## config.mk

```make
export PLATFORM = sky130hd
export DESIGN_NAME = osct_trim
export DESIGN_NICKNAME = d
export VERILOG_FILES = /design/src/hdl/osct_nco.v /design/src/hdl/osct_trim.v
export VERILOG_INCLUDE_DIRS = /design/src /design/src/shared
export SDC_FILE = /design/constraint.sdc
export NUM_CORES = 1
export LEC_CHECK = 0
export BUFFER_PORTS_ARGS = -buffer_cell sky130_fd_sc_hd__buf_2
export CAP_MARGIN = 25
export CORE_UTILIZATION = 65
export CTS_BUF_LIST = sky130_fd_sc_hd__clkbuf_4
export CTS_CLUSTER_DIAMETER = 150
export CTS_CLUSTER_SIZE = 12
export DETAILED_ROUTE_END_ITERATION = 8
export MAX_ROUTING_LAYER = met4
export PLACE_DENSITY = 0.93
export SYNTH_ARGS = -nofsm -noshare
export SYNTH_HDL_FRONTEND = slang
export SYNTH_HIERARCHICAL = 1
export SYNTH_SLANG_ARGS = --single-unit
export TNS_END_PERCENT = 30
```

## constraint.sdc

```tcl
create_clock -name i_clk -period 6.3 [get_ports i_clk]
set_input_delay 0.315 -clock i_clk [delete_from_list [all_inputs] [get_ports i_clk]]
set_output_delay 0.315 -clock i_clk [all_outputs]
set_load 0.02 [all_outputs]
```

## src/shared/osct_map.vh

```
// register offsets, field positions, reset values and oscillator figures
`ifndef OSCT_MAP_VH
`define OSCT_MAP_VH

// register offsets
`define OSCT_ADDR_SAMPLE_CTRL 8'h4B
`define OSCT_ADDR_TIMING_TRIM 8'h4D

// sample clock control fields
`define OSCT_SC_TRIM_MSB 5
`define OSCT_SC_TRIM_LSB 0
`define OSCT_SC_POWER_BIT 7
`define OSCT_SC_RESET 16'h2612

// timing clock trim fields
`define OSCT_TC_TRIM_MSB 7
`define OSCT_TC_TRIM_LSB 0
`define OSCT_TC_RESET 16'h0098

// system clock rate
`define OSCT_CLK_HZ 125000000

// sample oscillator: centre at middle code, step per code
`define OSCT_SC_CEN_HZ 32000
`define OSCT_SC_MID_CODE 34
`define OSCT_SC_STEP_HZ 600

// timing oscillator: default at reset code, step per code
`define OSCT_TC_DEF_HZ 32000000
`define OSCT_TC_DEF_CODE 152
`define OSCT_TC_STEP_HZ 109000

`endif

```

## src/hdl/osct_nco.v

```verilog
// phase-accumulator oscillator giving a clock level and a wrap tick
`timescale 1ns/100ps
`default_nettype none

module osct_nco #(
  parameter ACC_W = 32
) (
  // clock and reset
  input wire i_clk,
  input wire i_nrst,
  // control
  input wire i_en,
  input wire [ACC_W-1:0] i_inc,
  // outputs
  output reg o_clk_lvl,
  output reg o_tick
);

  reg [ACC_W-1:0] acc_reg;
  wire [ACC_W:0] sum_next;

  assign sum_next = {1'b0, acc_reg} + {1'b0, i_inc};

  always @(posedge i_clk or negedge i_nrst) begin
    if (!i_nrst) begin
      acc_reg <= {ACC_W{1'b0}};
      o_clk_lvl <= 1'b0;
      o_tick <= 1'b0;
    end else if (!i_en) begin
      // stopped: phase cleared, clock held low
      acc_reg <= {ACC_W{1'b0}};
      o_clk_lvl <= 1'b0;
      o_tick <= 1'b0;
    end else begin
      acc_reg <= sum_next[ACC_W-1:0];
      o_clk_lvl <= sum_next[ACC_W-1];
      o_tick <= sum_next[ACC_W];
    end
  end

endmodule // osct_nco

`default_nettype wire

```

## src/hdl/osct_trim.v

```verilog
// trim registers and trimmed sample and timing oscillators
//
// What this block does
// - sample clock moves 0.6 kHz per step
// - larger sample code gives lower frequency
// - sample code zero max, 0x22 centre
// - timing clock moves 109 kHz per step
// - timing code rises with frequency, 0x98 default
// - sample trim sets the sample clock rate
// - sample clock runs only while power bit set
`timescale 1ns/100ps
`default_nettype none
`include "osct_map.vh"

module osct_trim #(
  parameter CLK_HZ = `OSCT_CLK_HZ,
  parameter ACC_W = 32
) (
  // clock and reset
  input wire i_clk,
  input wire i_nrst,
  // register port
  input wire [7:0] i_reg_addr,
  input wire [15:0] i_reg_wdata,
  input wire i_reg_wr,
  input wire i_reg_rd,
  output reg [15:0] o_reg_rdata,
  output reg o_reg_rvalid,
  // sample oscillator
  output wire o_sample_clk,
  output wire o_sample_tick,
  // timing oscillator
  output wire o_timing_clk,
  output wire o_timing_tick
);

  localparam [63:0] SC_STEP_INC = (64'd`OSCT_SC_STEP_HZ << ACC_W) / CLK_HZ;
  localparam [63:0] SC_MAX_INC = ((64'd`OSCT_SC_CEN_HZ +
    64'd`OSCT_SC_MID_CODE * 64'd`OSCT_SC_STEP_HZ) << ACC_W) / CLK_HZ;
  localparam [63:0] TC_STEP_INC = (64'd`OSCT_TC_STEP_HZ << ACC_W) / CLK_HZ;
  localparam [63:0] TC_MIN_INC = ((64'd`OSCT_TC_DEF_HZ -
    64'd`OSCT_TC_DEF_CODE * 64'd`OSCT_TC_STEP_HZ) << ACC_W) / CLK_HZ;

  reg [15:0] sample_ctrl_reg;
  reg [15:0] timing_trim_reg;
  reg [ACC_W-1:0] sample_inc_reg;
  reg [ACC_W-1:0] timing_inc_reg;
  reg sample_run_reg;
  wire [5:0] sample_clock_trim;
  wire [7:0] timing_clock_trim;

  // linear step of a code onto a phase increment
  function [ACC_W-1:0] step_inc;
    input [63:0] base;
    input [63:0] step;
    input [7:0] code;
    input down;
    reg [63:0] prod;
    begin
      prod = step * {56'h0, code};
      if (down) begin
        step_inc = base[ACC_W-1:0] - prod[ACC_W-1:0];
      end else begin
        step_inc = base[ACC_W-1:0] + prod[ACC_W-1:0];
      end
    end
  endfunction

  assign sample_clock_trim = sample_ctrl_reg[`OSCT_SC_TRIM_MSB:`OSCT_SC_TRIM_LSB];
  assign timing_clock_trim = timing_trim_reg[`OSCT_TC_TRIM_MSB:`OSCT_TC_TRIM_LSB];

  // register writes; reserved bits stored as written
  always @(posedge i_clk or negedge i_nrst) begin
    if (!i_nrst) begin
      sample_ctrl_reg <= `OSCT_SC_RESET;
      timing_trim_reg <= `OSCT_TC_RESET;
    end else if (i_reg_wr) begin
      if (i_reg_addr == `OSCT_ADDR_SAMPLE_CTRL) begin
        sample_ctrl_reg <= i_reg_wdata;
      end
      if (i_reg_addr == `OSCT_ADDR_TIMING_TRIM) begin
        timing_trim_reg <= i_reg_wdata;
      end
    end
  end

  // register reads, unmapped reads zero
  always @(posedge i_clk or negedge i_nrst) begin
    if (!i_nrst) begin
      o_reg_rdata <= 16'h0000;
      o_reg_rvalid <= 1'b0;
    end else begin
      o_reg_rvalid <= i_reg_rd;
      if (!i_reg_rd) begin
        o_reg_rdata <= 16'h0000;
      end else if (i_reg_addr == `OSCT_ADDR_SAMPLE_CTRL) begin
        o_reg_rdata <= sample_ctrl_reg;
      end else if (i_reg_addr == `OSCT_ADDR_TIMING_TRIM) begin
        o_reg_rdata <= timing_trim_reg;
      end else begin
        o_reg_rdata <= 16'h0000;
      end
    end
  end

  // frequency words from trim codes
  always @(posedge i_clk or negedge i_nrst) begin
    if (!i_nrst) begin
      sample_inc_reg <= {ACC_W{1'b0}};
      timing_inc_reg <= {ACC_W{1'b0}};
      sample_run_reg <= 1'b0;
    end else begin
      sample_inc_reg <= step_inc(SC_MAX_INC, SC_STEP_INC, {2'b00, sample_clock_trim}, 1'b1);
      timing_inc_reg <= step_inc(TC_MIN_INC, TC_STEP_INC, timing_clock_trim, 1'b0);
      sample_run_reg <= sample_ctrl_reg[`OSCT_SC_POWER_BIT];
    end
  end

  osct_nco #(
    .ACC_W(ACC_W)
  ) u_sample_nco (
    .i_clk(i_clk),
    .i_nrst(i_nrst),
    .i_en(sample_run_reg),
    .i_inc(sample_inc_reg),
    .o_clk_lvl(o_sample_clk),
    .o_tick(o_sample_tick)
  );

  osct_nco #(
    .ACC_W(ACC_W)
  ) u_timing_nco (
    .i_clk(i_clk),
    .i_nrst(i_nrst),
    .i_en(1'b1),
    .i_inc(timing_inc_reg),
    .o_clk_lvl(o_timing_clk),
    .o_tick(o_timing_tick)
  );

endmodule // osct_trim

`default_nettype wire

```

# Yosys cells after proc, flatten, opt, wreduce, memory -nomap -nowiden
# Cells that the tools add are included.
# totals
out_inout_bits,21
ff_bits,171
# classes
muxes,6
add_sub_neg,4
n_mul,2
n_reduce_logical,2
n_eq_ne,2
# op_table
operator,n
$mux 16,3
$add 32x31->33,1
$add 32x32->33,1
$mux 32,1
$add 29x30->31 const A,1
$mul 22x8->30 const A,1
$sub 21x21->22 const A,1
$mul 15x6->21 const A,1
$eq 8x7->1 const B,2
$reduce_and 2->1,2
$mux 1,2

# Depth between registers and ports, before layout
# logic_depth
ltp_word,4
ltp_mapped,17
depth_no_buf,17

# By module
# Netlist, hierarchy kept.
# by_module_without_submodules
module,cells_per_inst,instances,area_each_um2
osct_trim,765,1,8160.3
osct_nco,343,2,2870.3

# Worst setup path before layout
# No wires, ideal clock.
# synth_timing
path_type,reg-to-reg
startpoint,reg timing_trim_reg[7]
endpoint,reg timing_inc_reg[28]
path_slack_ps,1617
stages_incl_launch_ff,18
path_buffers,1
t_required_ps,6220
t_arrival_ps,4603
cell_sequence,dfstp_2 > clkbuf_1 > inv_1 > ha_1 > xor2_1 > xnor2_1 > fa_1 > inv_1 > fa_1 > inv_1 > ha_1 > and3_4 > a2111oi_4 > o21ai_4 > a31oi_4 > o41ai_2 > o41ai_2 > xnor2_1
# synth_via
elab_chain_cells,2
# synth_lines
element,line_no,text
from (decl),osct_trim.v:45,reg [15:0] timing_trim_reg;
from (signal assigned),osct_trim.v:76,timing_trim_reg <= `OSCT_TC_RESET;
from (signal assigned),osct_trim.v:82,timing_trim_reg <= i_reg_wdata;
$mul 22x8->30,osct_trim.v:60,"prod = step * {56'h0, code};"
$add 29x30->31,osct_trim.v:64,step_inc = base[ACC_W-1:0] + prod[ACC_W-1:0];
to (signal assigned),osct_trim.v:110,timing_inc_reg <= {ACC_W{1'b0}};
to (signal assigned),osct_trim.v:114,"timing_inc_reg <= step_inc(TC_MIN_INC, TC_STEP_INC, timing_clock_trim, 1'b0);"
to (decl),osct_trim.v:47,reg [ACC_W-1:0] timing_inc_reg;
# Every way passes these cells.
# A chain may end at the register's enable or synchronous reset.

# Final worst setup path
# layout_timing
startpoint,reg timing_trim_reg[0]
endpoint,reg timing_inc_reg[29]
# The elaborated chain is that of the path after synthesis.

==> flow_metrics.tcl <==
set metrics [dict create \
    slew_headroom_pct 43.3 \
    avgRoutedWirePerCell_um 17.6 \
    crit_path_start_kind "register" \
    post-route-min-period_ns 5.15 \
    grt_setup_unrepaired "no" \
    crit_fanout 9 \
    detail_route.wirelength_um 31500 \
    post_cts_resized 0 \
    leakage_nw 7.58 \
    power_density_nw_per_um2 319 \
    die_h_um 148 \
    swShare_pct 44.9 \
    clkLatencyLatePin_ns 0.60 \
    synth_common_cells "ha_1, inv_1, dfrtp_1" \
    drive_gt1_share_pct 10.2 \
    max_clock_freq_mhz 194 \
    gp_congestion 0.953 \
    syn_avg_cell_area_um2 9.58 \
    cts_tree "done" \
    io-pin-count 49 \
    fin_util_pct 70.8 \
    root_buffer "clkbuf_4" \
    drv_slew 0 \
    criticalPathCategory "register to register" \
    required_ns 6.85 \
    worst_pin_slew_ns 0.851 \
    fp.dieW_um 148 \
    n_fill_cell 1497 \
    ys.flop_type "dfrtp_1" \
    fp-row-count 53 \
    fin_hold_ws_ns 0.156 \
    cts.reportedPaths.clkPinSlew_ns 0.18 \
    drt-initial-drc-count 783 \
    synth_area_leader_cell "dfrtp_1" \
    synthCells 1451 \
    p_switching_mw 2.13 \
    dp_hpwl_um 24300 \
    grt_pass1_vias 11118 \
    reg2reg_slack_ns 1.15 \
    nets 1776 \
    status "completed" \
    synth.distinct_cells 68 \
    yosysMostFrequentCell "ha_1" \
    die_area_um2 22000 \
    setup_tns_ns 0 \
    async_flop_share_pct 100 \
    dr.pass1.iters 8 \
    cp-endpoint "timing_inc_reg[29]" \
    cts.path.max_buffers 2 \
    grt_antenna_before_repair 1 \
    htree_levels 4 \
    core_um2 21000 \
    areaGrowthSynthToFinish_pct 7.05 \
    endpoint_kind "register" \
    grt_max_degree 95 \
    finalClockSkew_ns 0.0319 \
    syn_area_um2 13900 \
    fin_crit_sh_pct 81.8 \
    crit_arrival_ns 5.71 \
    viasPerCell 6.11 \
    cap_violations 0 \
    cp-startpoint "timing_trim_reg[0]" \
    synth_edf_count 0 \
    grtUsageTotal_pct 31.2 \
    p_seq_share_pct 29.8 \
    finalPower_mw 4.75 \
    final_cell_area_um2 14900 \
    cts_buffers 17 \
    overflow 0 \
    finalHoldViolCount 0 \
    start_util_pct 66.1 \
    min_path_type "input pin to register" \
    clkPwrFrac_pct 14.4 \
    placed_area_um2 14400 \
    drcViolationCount 0 \
    setup_viol 0 \
    vias 10942 \
    clock_sinks 169 \
    r2r_end "timing_inc_reg[29]" \
    ir_drop_mv 0.263 \
    rr_worst_depth 17 \
    synth_seq_cells 169 \
    reg2reg_from "timing_trim_reg[0]" \
    yosys_warnings 6 \
    p_comb_share_pct 55.8 \
    yosysSeqAreaShare_pct 30.5 \
    ant_nets 0 \
    grt_pass1_wl_um 52700 \
    io_buffers 48 \
    synth_top_area_share_pct 29.0 \
    netlist_top_cells_area "dfrtp_1, ha_1, fa_1" \
    internal_power_mw 2.62 \
]
-- kinds of logic after synthesis --
group | after synthesis | synth area share [%]
AOI/OAI and AO/OA | 354 | 17.4
xor gates and xnor gates | 77 | 4.85
adders and majority gates | 245 | 25.1
buffers and inverters | 217 | 6.02
DFF | 169 | 30.5
muxes | 43 | 3.39
other | 2 | 0.0540
and+or+nand+nor | 344 | 12.6
-- placed cells by master (no fill, tap or decap), types with 13 or more instances in the layout --
cell type	netlist	routed
ha_1	188	188
inv_1	176	176
dfrtp_1	161	161
a21oi_1	92	92
nor2_1	77	77
nand2_1	66	66
a21o_1	60	60
o21ai_0	60	60
fa_1	57	57
xnor2_1	56	56
buf_2	10	47
mux2_2	33	33
nand3_1	33	33
nor2b_1	30	30
nor3_1	27	27
nand4_1	23	23
a31oi_1	22	22
xor2_1	21	21
nand2b_1	20	20
and3_1	18	18
a22oi_1	18	18
dlygate4sd3_1	0	18
clkbuf_4	0	17
o21a_1	15	15
and2_1	14	14
o211ai_1	13	13
o21bai_1	13	13
-- layout make-up --
class | count | area (µm²) | area share [%]
diodes | 1 | 2.50 | 0.0168
repair buffers | 71 | 492 | 3.30
multi-input cells | 1068 | 8840 | 59.4
well taps | 275 | 344 | 2.31
clock buffers | 17 | 128 | 0.858
inverters | 176 | 661 | 4.44
clock inverters | 15 | 179 | 1.20
flip-flops and latches | 169 | 4240 | 28.5
-- power by group through the flow --
stage / Combinational [mW] / Clock [mW] / Sequential (mW)
detailed placement: 2.57 / 0 / 1.43
CTS: 2.60 / 0.695 / 1.41
finish: 2.65 / 0.683 / 1.41
global placement: 2.46 / 0 / 1.43
global route: 2.93 / 0.743 / 1.43
floorplan: 2.06 / 0 / 1.39
-- critical path, cell delays in order, from the launching register on --
cell,delay (ns)
dfrtp_1,0.62
inv_1,0.19
ha_1,0.38
inv_1,0.14
fa_1,0.55
inv_1,0.05
fa_1,0.53
inv_1,0.05
fa_1,0.48
inv_1,0.05
ha_1,0.33
a21o_1,0.20
a211oi_1,0.32
a21oi_1,0.19
a21o_1,0.29
a211o_1,0.30
a211oi_1,0.29
xnor2_1,0.15
-- worst min-delay path by stage --
stage | cells after the start | endpoint | start | slack [ns]
after floorplan | 0 | o_reg_rdata[0] | i_nrst | 0.02
after global placement | 1 | u_sample_nco/acc_reg[8] | i_nrst | 0.45
after detailed placement | 1 | u_sample_nco/acc_reg[4] | i_nrst | 0.45
after CTS | 4 | o_reg_rdata[0] | i_reg_addr[1] | 0.14
after global routing | 4 | o_reg_rdata[0] | i_reg_addr[1] | 0.14
final | 4 | o_reg_rdata[0] | i_reg_addr[1] | 0.16
-- per-layer routing --
metal	part of all wire (%)	wire [µm]	global-route usage, %
met2	51	15900	54.6
met5	0	0	-
met4	3.2	1000	11.1
met3	4.6	1450	4.54
met1	42	13100	36.5
-- stage by stage --
| stage | worst slack, ns | cells |
|---|---|---|
| 4_1_cts | 1.22 | 1790 |
| 5_1_grt | 0.769 | 1792 |
| 2_1_floorplan | 1.62 | 1454 |
| 3_5_place_dp | 1.22 | 1740 |
| 6_report | 1.15 | 1792 |
| 3_3_place_gp | 1.43 | 1738 |
-- what timing repair did --
| action | CTS | global route |
|---|---|---|
| endpoints found under the setup margin | 0 | 0 |
| hold buffers | 18 | 0 |
| setup buffers | 0 | 0 |
| endpoints found under the hold margin | 116 | 0 |
Power figures use the tool's default switching activity.
